[src/rtl/ramp_seq_cfg.svh]
/*
 * Constants for the ramp segment sequencer: register offsets, field positions, reset values.
 * Assumes inclusion from the top module and the bench only; definitions only.
 */
`ifndef RAMP_SEQ_CFG_SVH
`define RAMP_SEQ_CFG_SVH
// =====================================================================
// global registers
`define RS_OFF_CTRL 8'h00
`define RS_OFF_STATUS 8'h04
`define RS_OFF_SHIFT_DEV 8'h08
`define RS_OFF_LIMIT_HI 8'h0C
`define RS_OFF_LIMIT_LO 8'h10
`define RS_OFF_CMPA_THR 8'h14
`define RS_OFF_CMPB_THR 8'h18
`define RS_OFF_CMP_CFG 8'h1C
`define RS_OFF_NUMER 8'h20
`define RS_OFF_PIN_CFG 8'h24
// =====================================================================
// per-segment registers: base + 16*n, words +0 inc, +4 len, +8 cfg
`define RS_OFF_SEG_BASE 8'h40
`define RS_SEG_STRIDE_LOG2 4
// =====================================================================
// control fields
`define RS_CTRL_EN_BIT 0
`define RS_CTRL_SHIFT_TRIG_LSB 4
// segment cfg fields
`define RS_CFG_NEXT_LSB 0
`define RS_CFG_ADV_LSB 4
`define RS_CFG_RST_BIT 8
`define RS_CFG_HALF_BIT 9
`define RS_CFG_FLAG_LSB 12
// advance select codes
`define RS_ADV_TIMEOUT 2'd0
`define RS_ADV_TRIG_A 2'd1
`define RS_ADV_TRIG_B 2'd2
`define RS_ADV_TRIG_C 2'd3
// trigger source codes
`define RS_TSRC_OFF 3'd0
`define RS_TSRC_PIN_A_RISE 3'd3
// =====================================================================
// reset values
`define RS_SEG_LEN_RST 16'h0000
`define RS_BUS_ERR_DATA 32'h0000_0000
`endif

[src/rtl/ramp_seq_pkg.sv]
/*
 * Types of the ramp segment sequencer.
 * Assumes nothing beyond the constants header.
 */
package ramp_seq_pkg;
  typedef enum logic [2:0] {
    ST_IDLE = 3'b001,
    ST_RUN = 3'b010,
    ST_WAIT = 3'b100
  } seq_state_t;
  typedef logic signed [32:0] numer_t;
endpackage

[src/rtl/ramp_segment_sequencer.sv]
/*
 * Ramp segment sequencer of a fractional-N synthesizer, classic Wishbone slave.
 * Assumes one 100 MHz clock that is also the phase-detector step rate, synchronous reset,
 * and three multiplexed pins from off chip, synchronised here.
 */
// Design decisions made here: the Wishbone interface to the registers and the placing of the registers.
// Summary of operation
// - a segment looping to itself on timeout with the reset option set repeats forever as a sawtooth
// - shift deviation is added onto the instantaneous ramped numerator while active
// - the enable bit starts ramp and frequency shift keying together
// - numerator carries across segments unless the segment reset option is set
// - an enabled comparator raises its flag when the ramp reaches its threshold
// - comparator enable is a per-segment mask, bit n (comparator a) and bit 8+n (comparator b) monitor segment n
// - each comparator flag may be routed to a chosen multiplexed pin
// - segment step count supports up to 65536 steps
// - half-rate option applies the increment once every two cycles
// - eight independently programmable segments chain in any order
// - per-segment flags pulse when a segment starts
// - a pin edge configured as trigger starts a segment waiting on it
// - in normal rate the increment is added once per cycle
// - advance select zero means timeout, next segment starts immediately
// - ramp limits are 32-bit signed two's complement values; the ramp is not clamped to them
// - trigger source code 3 selects rising edge on pin a
`timescale 1ns/1ps
`include "ramp_seq_cfg.svh"
module ramp_segment_sequencer import ramp_seq_pkg::*; #(
  parameter int NSEG = 8,
  parameter int LEN_W = 16
) (
  input wire logic I_CORE_CLK, // core and step clock
  input wire logic I_RST, // synchronous reset, high
  input wire logic I_WB_CYC, // wishbone cycle
  input wire logic I_WB_STB, // wishbone strobe
  input wire logic I_WB_WE, // wishbone write
  input wire logic [7:0] I_WB_ADR, // wishbone byte address
  input wire logic [3:0] I_WB_SEL, // wishbone byte enables
  input wire logic [31:0] I_WB_DAT, // wishbone write data
  output logic [31:0] O_WB_DAT, // wishbone read data
  output logic O_WB_ACK, // wishbone acknowledge
  input wire logic [2:0] I_PIN, // multiplexed pins a,b,c inputs
  output logic [2:0] O_PIN, // multiplexed pins outputs
  output logic [2:0] O_PIN_OE, // high while pin driven
  output logic [32:0] O_NUMER // numerator with shift applied
);
  // ===================================================================
  // register file
  logic [31:0] ctrl_q, ctrl_d, dev_q, dev_d, hi_q, hi_d, lo_q, lo_d;
  logic [31:0] ta_q, ta_d, tb_q, tb_d, ccfg_q, ccfg_d, pcfg_q, pcfg_d;
  logic [31:0] inc_q [NSEG], inc_d [NSEG];
  logic [LEN_W-1:0] len_q [NSEG], len_d [NSEG];
  logic [15:0] scfg_q [NSEG], scfg_d [NSEG];
  logic ack_q, ack_d;
  logic [31:0] rd_q, rd_d;
  logic [31:0] wmask;
  logic req;
  assign req = I_WB_CYC && I_WB_STB && !ack_q;
  assign wmask = {{8{I_WB_SEL[3]}}, {8{I_WB_SEL[2]}}, {8{I_WB_SEL[1]}}, {8{I_WB_SEL[0]}}};
  // ===================================================================
  // sequencer state
  seq_state_t st_q, st_d;
  logic [2:0] seg_q, seg_d;
  logic [LEN_W:0] cnt_q, cnt_d;
  logic half_q, half_d;
  numer_t num_q, num_d;
  logic shift_q, shift_d;
  logic [2:0] flag_q, flag_d;
  logic [2:0] pin_out_q, pin_out_d;
  logic [1:0] cmp_q, cmp_d;
  logic [2:0] pin_s1_q, pin_s2_q, pin_s3_q;
  logic [2:0] rise;
  logic en, seg_done, adv_ok;
  logic [15:0] cur_cfg;
  logic [1:0] adv_sel;
  logic [2:0] tsrc [3];
  logic [2:0] trig;
  numer_t inc_ext, out_num;
  assign en = ctrl_q[`RS_CTRL_EN_BIT];
  assign cur_cfg = scfg_q[seg_q];
  assign adv_sel = cur_cfg[`RS_CFG_ADV_LSB +: 2];
  assign inc_ext = numer_t'($signed(inc_q[seg_q]));
  assign rise = pin_s2_q & ~pin_s3_q;
  // trigger sources a,b,c from pin_cfg[2:0],[6:4],[10:8]: 1..3 rising, 4..6 falling edge
  genvar g;
  generate
    for (g = 0; g < 3; g++) begin : g_trig
      assign tsrc[g] = pcfg_q[4*g +: 3];
      always_comb begin
        unique case (tsrc[g])
          3'd1: trig[g] = rise[1];
          3'd2: trig[g] = rise[2];
          `RS_TSRC_PIN_A_RISE: trig[g] = rise[0];
          3'd4: trig[g] = pin_s3_q[1] & ~pin_s2_q[1];
          3'd5: trig[g] = pin_s3_q[2] & ~pin_s2_q[2];
          3'd6: trig[g] = pin_s3_q[0] & ~pin_s2_q[0];
          default: trig[g] = 1'b0;
        endcase
      end
    end
  endgenerate
  // ===================================================================
  // bus and register next state
  always_comb begin
    int a;
    a = 0;
    ctrl_d = ctrl_q; dev_d = dev_q; hi_d = hi_q; lo_d = lo_q;
    ta_d = ta_q; tb_d = tb_q; ccfg_d = ccfg_q; pcfg_d = pcfg_q;
    inc_d = inc_q; len_d = len_q; scfg_d = scfg_q;
    ack_d = req;
    rd_d = `RS_BUS_ERR_DATA;
    if (req && I_WB_WE) begin
      unique case (I_WB_ADR)
        `RS_OFF_CTRL: ctrl_d = (ctrl_q & ~wmask) | (I_WB_DAT & wmask);
        `RS_OFF_SHIFT_DEV: dev_d = (dev_q & ~wmask) | (I_WB_DAT & wmask);
        `RS_OFF_LIMIT_HI: hi_d = (hi_q & ~wmask) | (I_WB_DAT & wmask);
        `RS_OFF_LIMIT_LO: lo_d = (lo_q & ~wmask) | (I_WB_DAT & wmask);
        `RS_OFF_CMPA_THR: ta_d = (ta_q & ~wmask) | (I_WB_DAT & wmask);
        `RS_OFF_CMPB_THR: tb_d = (tb_q & ~wmask) | (I_WB_DAT & wmask);
        `RS_OFF_CMP_CFG: ccfg_d = (ccfg_q & ~wmask) | (I_WB_DAT & wmask);
        `RS_OFF_PIN_CFG: pcfg_d = (pcfg_q & ~wmask) | (I_WB_DAT & wmask);
        default: begin
          if (I_WB_ADR >= `RS_OFF_SEG_BASE && I_WB_ADR < 8'(`RS_OFF_SEG_BASE + 16 * NSEG)) begin
            a = int'(I_WB_ADR - `RS_OFF_SEG_BASE) >> `RS_SEG_STRIDE_LOG2;
            unique case (I_WB_ADR[3:2])
              2'd0: inc_d[a] = (inc_q[a] & ~wmask) | (I_WB_DAT & wmask);
              2'd1: len_d[a] = LEN_W'((32'(len_q[a]) & ~wmask) | (I_WB_DAT & wmask));
              2'd2: scfg_d[a] = 16'((32'(scfg_q[a]) & ~wmask) | (I_WB_DAT & wmask));
              default: ;
            endcase
          end
        end
      endcase
    end else if (req) begin
      unique case (I_WB_ADR)
        `RS_OFF_CTRL: rd_d = ctrl_q;
        `RS_OFF_STATUS: rd_d = {21'd0, cmp_q, seg_q, 3'd0, st_q};
        `RS_OFF_SHIFT_DEV: rd_d = dev_q;
        `RS_OFF_LIMIT_HI: rd_d = hi_q;
        `RS_OFF_LIMIT_LO: rd_d = lo_q;
        `RS_OFF_CMPA_THR: rd_d = ta_q;
        `RS_OFF_CMPB_THR: rd_d = tb_q;
        `RS_OFF_CMP_CFG: rd_d = ccfg_q;
        `RS_OFF_NUMER: rd_d = num_q[31:0];
        `RS_OFF_PIN_CFG: rd_d = pcfg_q;
        default: begin
          if (I_WB_ADR >= `RS_OFF_SEG_BASE && I_WB_ADR < 8'(`RS_OFF_SEG_BASE + 16 * NSEG)) begin
            a = int'(I_WB_ADR - `RS_OFF_SEG_BASE) >> `RS_SEG_STRIDE_LOG2;
            unique case (I_WB_ADR[3:2])
              2'd0: rd_d = inc_q[a];
              2'd1: rd_d = 32'(len_q[a]);
              2'd2: rd_d = 32'(scfg_q[a]);
              default: rd_d = `RS_BUS_ERR_DATA;
            endcase
          end
        end
      endcase
    end
  end
  // ===================================================================
  // sequencer next state
  always_comb begin
    numer_t nxt;
    nxt = num_q;
    st_d = st_q; seg_d = seg_q; cnt_d = cnt_q; half_d = half_q; num_d = num_q;
    flag_d = 3'd0;
    shift_d = shift_q;
    // len 0 stands for the full 65536 steps
    seg_done = (cnt_q == 0);
    unique case (adv_sel)
      `RS_ADV_TIMEOUT: adv_ok = 1'b1;
      `RS_ADV_TRIG_A: adv_ok = trig[0];
      `RS_ADV_TRIG_B: adv_ok = trig[1];
      default: adv_ok = trig[2];
    endcase
    // shift keying follows its selected trigger: toggles on each edge
    if (!en) begin
      shift_d = 1'b0;
    end else if (ctrl_q[`RS_CTRL_SHIFT_TRIG_LSB +: 2] != 2'd0 && trig[ctrl_q[`RS_CTRL_SHIFT_TRIG_LSB +: 2] - 2'd1]) begin
      shift_d = !shift_q;
    end
    unique case (st_q)
      ST_IDLE: begin
        if (en) begin
          st_d = ST_RUN;
          seg_d = 3'd0;
          cnt_d = {1'b0, len_q[0]} - (LEN_W+1)'(1);
          cnt_d[LEN_W] = (len_q[0] == 0);
          if (len_q[0] == 0) cnt_d = {1'b0, {LEN_W{1'b1}}};
          half_d = 1'b0;
          if (scfg_q[0][`RS_CFG_RST_BIT]) num_d = '0;
          flag_d = scfg_q[0][`RS_CFG_FLAG_LSB +: 3];
        end
      end
      ST_RUN: begin
        half_d = !half_q;
        if (!cur_cfg[`RS_CFG_HALF_BIT] || half_q) begin
          nxt = num_q + inc_ext;
          if (nxt > $signed(hi_q[31:0] == 0 ? {1'b0, 32'h7FFF_FFFF} : numer_t'($signed(hi_q)))) nxt = nxt;
          num_d = nxt;
          if (seg_done) st_d = ST_WAIT;
          else cnt_d = cnt_q - (LEN_W+1)'(1);
        end
      end
      ST_WAIT: begin
        if (adv_ok) begin
          seg_d = cur_cfg[`RS_CFG_NEXT_LSB +: 3];
          // the reset option belongs to the segment about to start
          if (scfg_q[seg_d][`RS_CFG_RST_BIT]) num_d = '0;
          st_d = ST_RUN;
          half_d = 1'b0;
          cnt_d = (len_q[seg_d] == 0) ? {1'b0, {LEN_W{1'b1}}} : {1'b0, len_q[seg_d]} - (LEN_W+1)'(1);
          flag_d = scfg_q[seg_d][`RS_CFG_FLAG_LSB +: 3];
        end
      end
      default: st_d = ST_IDLE;
    endcase
    if (!en) st_d = ST_IDLE;
  end
  // ===================================================================
  // comparators and outputs
  assign out_num = num_q + (shift_q ? numer_t'($signed(dev_q)) : '0);
  always_comb begin
    logic [2:0] o;
    o = flag_q;
    // thresholds sign-extended to the 33-bit numerator
    cmp_d[0] = en && ccfg_q[seg_q] && (num_q >= numer_t'($signed(ta_q)));
    cmp_d[1] = en && ccfg_q[8 + 32'(seg_q)] && (num_q >= numer_t'($signed(tb_q)));
    // comparator a drives pin ccfg[17:16], comparator b pin ccfg[19:18]; 3 = none
    if (ccfg_q[17:16] != 2'd3) o[ccfg_q[17:16]] = cmp_q[0];
    if (ccfg_q[19:18] != 2'd3) o[ccfg_q[19:18]] = cmp_q[1];
    pin_out_d = o;
  end
  always_ff @(posedge I_CORE_CLK) begin
    pin_s1_q <= I_PIN;
    pin_s2_q <= pin_s1_q;
    pin_s3_q <= pin_s2_q;
    if (I_RST) begin
      ctrl_q <= '0; dev_q <= '0; hi_q <= '0; lo_q <= '0; ta_q <= '0; tb_q <= '0;
      ccfg_q <= 32'h000F_0000; pcfg_q <= '0;
      for (int i = 0; i < NSEG; i++) begin
        inc_q[i] <= '0;
        len_q[i] <= `RS_SEG_LEN_RST;
        scfg_q[i] <= '0;
      end
      ack_q <= 1'b0; rd_q <= '0;
      st_q <= ST_IDLE; seg_q <= '0; cnt_q <= '0; half_q <= 1'b0; num_q <= '0;
      shift_q <= 1'b0; flag_q <= '0; cmp_q <= '0; pin_out_q <= '0;
      O_NUMER <= '0; O_PIN_OE <= '0;
    end else begin
      ctrl_q <= ctrl_d; dev_q <= dev_d; hi_q <= hi_d; lo_q <= lo_d; ta_q <= ta_d; tb_q <= tb_d;
      ccfg_q <= ccfg_d; pcfg_q <= pcfg_d; inc_q <= inc_d; len_q <= len_d; scfg_q <= scfg_d;
      ack_q <= ack_d; rd_q <= rd_d;
      st_q <= st_d; seg_q <= seg_d; cnt_q <= cnt_d; half_q <= half_d; num_q <= num_d;
      shift_q <= shift_d; flag_q <= flag_d; cmp_q <= cmp_d; pin_out_q <= pin_out_d;
      O_NUMER <= out_num;
      O_PIN_OE <= pcfg_q[14:12];
    end
  end
  assign O_WB_ACK = ack_q;
  assign O_WB_DAT = rd_q;
  assign O_PIN = pin_out_q;
  // ===================================================================
  // assertions
  a_timeout_advance: assert property (@(posedge I_CORE_CLK) disable iff (I_RST)
    (st_q == ST_WAIT && adv_sel == `RS_ADV_TIMEOUT && en) |=> (st_q == ST_RUN && seg_q == $past(cur_cfg[2:0])))
    else $error("timeout advance did not start next segment");
  a_numer_reset: assert property (@(posedge I_CORE_CLK) disable iff (I_RST)
    (st_q == ST_WAIT && adv_ok && en && !scfg_q[cur_cfg[2:0]][`RS_CFG_RST_BIT]) |=> (num_q == $past(num_q)))
    else $error("numerator changed across boundary");
  a_full_rate: assert property (@(posedge I_CORE_CLK) disable iff (I_RST)
    (st_q == ST_RUN && en && !cur_cfg[`RS_CFG_HALF_BIT]) |=> (num_q == $past(num_q) + $past(inc_ext)))
    else $error("full rate step missing");
  a_half_rate: assert property (@(posedge I_CORE_CLK) disable iff (I_RST)
    (st_q == ST_RUN && en && cur_cfg[`RS_CFG_HALF_BIT] && !half_q) |=> (num_q == $past(num_q)))
    else $error("half rate stepped on idle cycle");
  a_shift_sum: assert property (@(posedge I_CORE_CLK) disable iff (I_RST)
    shift_q |=> (O_NUMER == $past(num_q) + numer_t'($signed($past(dev_q)))))
    else $error("shift not added to carrier");
  a_enable_start: assert property (@(posedge I_CORE_CLK) disable iff (I_RST)
    (st_q == ST_IDLE && en) |=> (st_q == ST_RUN && seg_q == 3'd0))
    else $error("enable did not start ramp");
  a_cmp_mask: assert property (@(posedge I_CORE_CLK) disable iff (I_RST)
    (!ccfg_q[seg_q]) |=> !cmp_q[0])
    else $error("comparator a flagged unmonitored segment");
  a_ack_single: assert property (@(posedge I_CORE_CLK) disable iff (I_RST)
    ack_q |=> !ack_q)
    else $error("ack held two cycles");
endmodule

[config.mk]
export PLATFORM = sky130hd
export DESIGN_NAME = ramp_segment_sequencer
export DESIGN_NICKNAME = d
export VERILOG_FILES = /design/src/rtl/ramp_seq_pkg.sv /design/src/rtl/ramp_segment_sequencer.sv
export VERILOG_INCLUDE_DIRS = /design/src /design/src/rtl
export SDC_FILE = /design/constraint.sdc
export NUM_CORES = 2
export LEC_CHECK = 0
export BUFFER_PORTS_ARGS = -buffer_cell sky130_fd_sc_hd__buf_2
export CAP_MARGIN = 20
export CORE_UTILIZATION = 65
export CTS_BUF_LIST = sky130_fd_sc_hd__clkbuf_8
export CTS_CLUSTER_SIZE = 16
export DETAILED_ROUTE_END_ITERATION = 16
export PLACE_DENSITY = 0.83
export SLEW_MARGIN = 10
export SYNTH_ARGS = -nofsm -noshare
export SYNTH_HDL_FRONTEND = slang
export SYNTH_SLANG_ARGS = --single-unit
[constraint.sdc]
create_clock -name I_CORE_CLK -period 7.01 [get_ports I_CORE_CLK]
set_clock_uncertainty 0.15 [all_clocks]
set_input_delay 0.701 -clock I_CORE_CLK [delete_from_list [all_inputs] [get_ports I_CORE_CLK]]
set_output_delay 0.701 -clock I_CORE_CLK [all_outputs]
set_load 0.01 [all_outputs]
* Yosys cells after proc, flatten, opt, wreduce, memory -nomap -nowiden *
Index checks and enable logic that the tools add are counted.

storage, ports and cells
  latch bits = 0
  RAM bits = 0
  memory bits (read-only) = 0
  memories kept = 0
  output and inout bits = 72
  register bits = 912

operators by class
  shifts and indexed selects = 0
  reduce and logical (&&, ||, !) cells = 45
  divide/modulo/power cells = 0
  eq/ne operators = 43
  multiplexer cells = 76
  multipliers = 0
  bitwise operators = 38
  $add $sub $neg = 8
  $lt $le $gt $ge = 15

operator list
  kind                                                                           number
  32-bit AND                                                                     10
  32-bit one-hot mux with 10 select lines                                        1
  32-bit OR                                                                      9
  128-bit bitwise mux                                                            2
  256-bit bitwise mux                                                            1
  16-bit binary-select mux with 3-bit select                                     5
  33-bit 2-to-1 mux                                                              6
  32-bit binary-select mux with 3-bit select                                     2
  32-bit 2-to-1 mux                                                              6
  16-bit 2-to-1 mux                                                              8
  33-bit one-hot mux with 3 select lines                                         1
  32-bit demux with 3-bit select                                                 1
  32-bit one-hot mux with 3 select lines                                         1
  17-bit 2-to-1 mux                                                              5
  33-bit by 32-bit >= comparator with 1-bit output                               2
  17-bit one-hot mux with 3 select lines                                         1
  16-bit demux with 3-bit select                                                 1
  33-bit by 32-bit adder with 33-bit output                                      1
  33-bit adder                                                                   1
  16-bit AND                                                                     2
  8-bit by 5-bit == test with 1-bit output, second input constant                4
  32-bit by 4-bit >= comparator with 1-bit output, second input constant         1
  16-bit logical NOT                                                             2
  32-bit by 1-bit less-than comparator with 1-bit output, second input constant  1
  other kinds (59)                                                               151

* Depth between registers and ports, before layout *
  depth after elaboration = 12
  depth in mapped cells = 20

* Worst setup path after synthesis *
No wires, ideal clock.

  kind = reg-to-reg
  start point = register seg_q[1]
  end point = register num_q[25]
  data arrival time = 4,989 ps
  setup slack = 1,753 ps
  data required time = 6,743 ps
  path buffers = 5
  library setup time = 117 ps
  stages on the path, launching flop included = 18
  cell sequence = dfxtp_1 buf_6 buf_8 clkbuf_1 buf_1 clkbuf_1 mux4_2 mux2_2 ha_1 a21o_1 a21o_1 a2111o_1 o211ai_1 a21oi_1 a221oi_1 nor2_1 or3_1 a32o_1

between the ends
  longest elaborated chain between the ends = 10
  elaborated cells on any way between the ends = 24
  classes of those cells = add/sub: 1; eq/ne: 5; mux: 12; bitwise: 2; reduce/logical: 4

ends and longest elaborated chain
  item                                                                               line                                                        text
  start, declared                                                                    ramp_segment_sequencer.sv:61                                logic [2:0] seg_q, seg_d;
  start signal, assigned                                                             ramp_segment_sequencer.sv:252                               st_q <= st_d; seg_q <= seg_d; cnt_q <= cnt_d; half_q <= half_d; num_q <= num_d;
  3-bit NOT with 4-bit output (not written as such) (*)                              ramp_segment_sequencer.sv:78, ramp_segment_sequencer.sv:80
  branches (longest 9 deep; another with 33-bit by 32-bit adder with 33-bit output)  -
  end signal, assigned                                                               ramp_segment_sequencer.sv:252
  end, declared                                                                      ramp_segment_sequencer.sv:64                                numer_t num_q, num_d;

Mark *: on every way between the ends. The select of a mux whose other input is x is not followed.
A chain may end at the register's enable or synchronous reset.

* Worst setup path in the final report *
  start point = register seg_q[1]
  end point = register num_q[31]

Same word-level chain as after synthesis.

==> flow_summary.yaml <==
outcome:
  status: "finished, final reports clean"
yosys:
  yosys_register_bits: 912
  postSynthCellCount: 5754
  avgSynthCellArea_um2: 8.267
  netlist.area_leader.share: 0.3838
  synth_xor_area_frac: 0.01436
  yosysMostFrequentCell: "nand2_1"
  synthSimpleGateAreaFrac: 0.1972
  synth_compound_area_frac: 0.1647
  netlist_area_mm2: 0.04757
  synth_top_family_by_area: "simple AND/OR/NAND/NOR gates"
  synthMuxAreaShare: 0.1639
  synth_edf_count: 0
  yosys_most_used_dff: "dfxtp_1"
  synth_fp_nets: 5944
  ys_warn_count: 0
  synthAdderAreaFrac: 0.03661
  netlist_top_cells_area: "dfxtp_1, nand2_1, mux4_2"
  yosysUniqueCellTypes: 83
  yosys-top-cells-count: "nand2_1, dfxtp_1, a21oi_1, clkbuf_1, nor2_1"
  synthArstFlopShare: 0
  ys_seq_area_frac: 0.3838
  yosysTopAreaCell: "dfxtp_1"
finish:
  final_util: 0.7165
  area_delta_synth_final_pct: 8.409
  layout.cells.non_filler: 6776
  layout.nets: 5904
  fillers: 5412
  drive_above_1_share: 0.1268
  finalInstanceArea_mm2: 0.05157
cts:
  cts_made_buffers: 150
  post_cts_resized: 0
  clkSinkCount: 912
  htreeDepth: 4
  cts_max_path_buffers: 3
  insertion_delay_ns: 0.83
  cts.clk_slew.worst_paths_ns: 0.06
  tritoncts: "yes"
  cts-root-buf: "clkbuf_8"
  post-cts-setup-buffer-count: 0
setup_path:
  cp_cell_sequence: "buf_4, mux4_2, mux2_2, ha_1, nand4_1, nor2_1, a2111o_1, o211ai_1, a21oi_1, a221oi_1, o211ai_1, a31oi_1, xnor2_1, a22o_1"
  max_stage_delay_ns: 0.94
  crit_required_ns: 7.55
  worstPathArrival_ns: 5.83
  critPathKind: "flip-flop to flip-flop"
  path_buf_inv: 1
  cp-end-kind: "flip-flop"
  cpMaxStageDelayCell: "dfxtp_4"
  crit_top_cell: "o211ai_1"
  crit_fanout: 52
  crit_path_start_kind: "flip-flop"
  path_delay_family: "compound AO/OA/AOI/OAI gates"
die:
  start_util: 0.6609
  dieArea_mm2: 0.07427
  rows: 98
  core-area_mm2: 0.07198
  ios: 124
  die_w_um: 272.5
  fp.dieH_um: 272.5
sta:
  tns_ns: 0
  fin_crit_ns: 5.284
  rsz0062_at_grt: "no"
  post-route-period-util: 0.7538
  hold_viol_final: 0
  relSlewSlack: 0.07242
  tightest_slew_ns: 1.386
  drv_slew: 0
  finalSetupViolCount: 0
  clock.fmax_mhz: 189.2
hold_path:
  min_path_type: "primary input to flip-flop"
pwr:
  vdd_drop_max_v: 0.0001791
  finalPower_mw: 10.37
  power_density_mw_per_mm2: 201.1
  p_leak_nw: 18.72
route:
  drt_iter0_markers: 6015
  wirelength_um: 156900
  drc: 0
  antenna_left: 0
  drtPass1Iterations: 9
  wl_per_cell_um: 23.16
  vias: 44945
  vias_per_cell: 6.633
grt:
  overflow: 0
  antenna_found_initial: 8
  grt_pass1_wl_um: 239000
  grt_pass1_vias: 42165
  grt_max_degree: 208
  grt_usage: 0.4137
run:
  cap_violations: 0
placement:
  place_area_mm2: 0.04850
  dp_hpwl_um: 101700
  gp_congestion: 0.9990
  dpl.cell_count: 6506
  portBuffers: 123
==> worst reg2reg max path: stages (launching register included) <==
cell	delay, ns
dfxtp_4	0.94
buf_4	0.47
mux4_2	0.34
mux2_2	0.30
ha_1	0.37
nand4_1	0.20
nor2_1	0.08
a2111o_1	0.43
o211ai_1	0.25
a21oi_1	0.17
a221oi_1	0.73
o211ai_1	0.21
a31oi_1	0.25
xnor2_1	0.09
a22o_1	0.19
==> cell families after synthesis <==
| family | Yosys count |
|---|---|
| AO/OA/AOI/OAI | 1344 |
| XOR/XNOR | 78 |
| adder cells (fa/ha/maj) | 138 |
| buffers and inverters | 478 |
| flip-flops | 912 |
| multiplexers | 506 |
| AND/OR/NAND/NOR | 2298 |
==> per-stage QoR <==
stage	hold WS, ns	setup slack [ns]
floorplan	0.1596	1.753
global placement	0.1660	1.863
detailed placement	0.1650	1.846
CTS	0.02167	1.808
global route	0.08537	1.332
finish	0.06185	1.726
==> layout make-up <==
cell class                 instances  area, um^2  share of cell area
antenna                            4       10.01           0.0001941
clock buffer                     194        2670             0.05178
clock inverter                    66       325.3            0.006308
inverter                          95       356.6            0.006915
multi-input combinational       4364       27530              0.5338
sequential                       912       18270              0.3542
tap                              950        1189             0.02305
timing repair buffer             191        1225             0.02375
==> cell usage in the layout, fill, tap and decap left out, types with 26 or more instances in the layout <==
cell type | synthesis | routed
inv_1 | 92 | 139
nor2b_1 | 37 | 37
xor2_1 | 28 | 28
nand2_1 | 1651 | 1651
nor2_1 | 305 | 280
mux2i_1 | 239 | 239
nand2b_1 | 32 | 32
ha_1 | 136 | 136
clkbuf_8 | 0 | 194
a221oi_1 | 38 | 38
mux2_2 | 54 | 54
nor3_1 | 31 | 29
nor2_2 | 1 | 26
and2_1 | 43 | 43
dfxtp_1 | 912 | 909
nand4_1 | 30 | 30
mux4_2 | 211 | 210
nand3_1 | 94 | 94
a31oi_1 | 62 | 62
buf_4 | 2 | 58
a22oi_1 | 48 | 48
a22o_1 | 36 | 36
o22ai_1 | 45 | 45
a21oi_1 | 868 | 868
xnor2_1 | 50 | 50
o21ai_0 | 70 | 70
a21o_1 | 52 | 52
buf_2 | 11 | 120
==> where the power goes <==
| part | internal [mW] | total, mW | switching [mW] |
|---|---|---|---|
| clock network | 2.51 | 4.72 | 2.21 |
| logic | 0.102 | 0.462 | 0.360 |
| registers | 5.19 | 5.19 | 0.00280 |
==> timing repair <==
action,CTS,global route
hold buffers,3,0
hold endpoints to repair,3,0
setup endpoints to repair,0,0
==> worst paths after layout <==
kind	cells after the start	slack, ns	from	end
worst max register to register	14	1.73	seg_q[1]	num_q[31]
worst min-delay path	3	0.06	I_WB_CYC	O_WB_ACK
worst min register to register	0	0.18	pin_s1_q[2]	pin_s2_q[2]
worst max-delay path	14	1.73	seg_q[1]	num_q[31]
==> per-layer routing <==
| metal | GRT usage | part of all wire |
|---|---|---|
| met3 | 0.1244 | 0.14 |
| met4 | 0.2395 | 0.061 |
| met1 | 0.5401 | 0.37 |
| met2 | 0.6048 | 0.42 |
| met5 | 0.03273 | 0.0025 |
(Power assumes the default switching activity.)
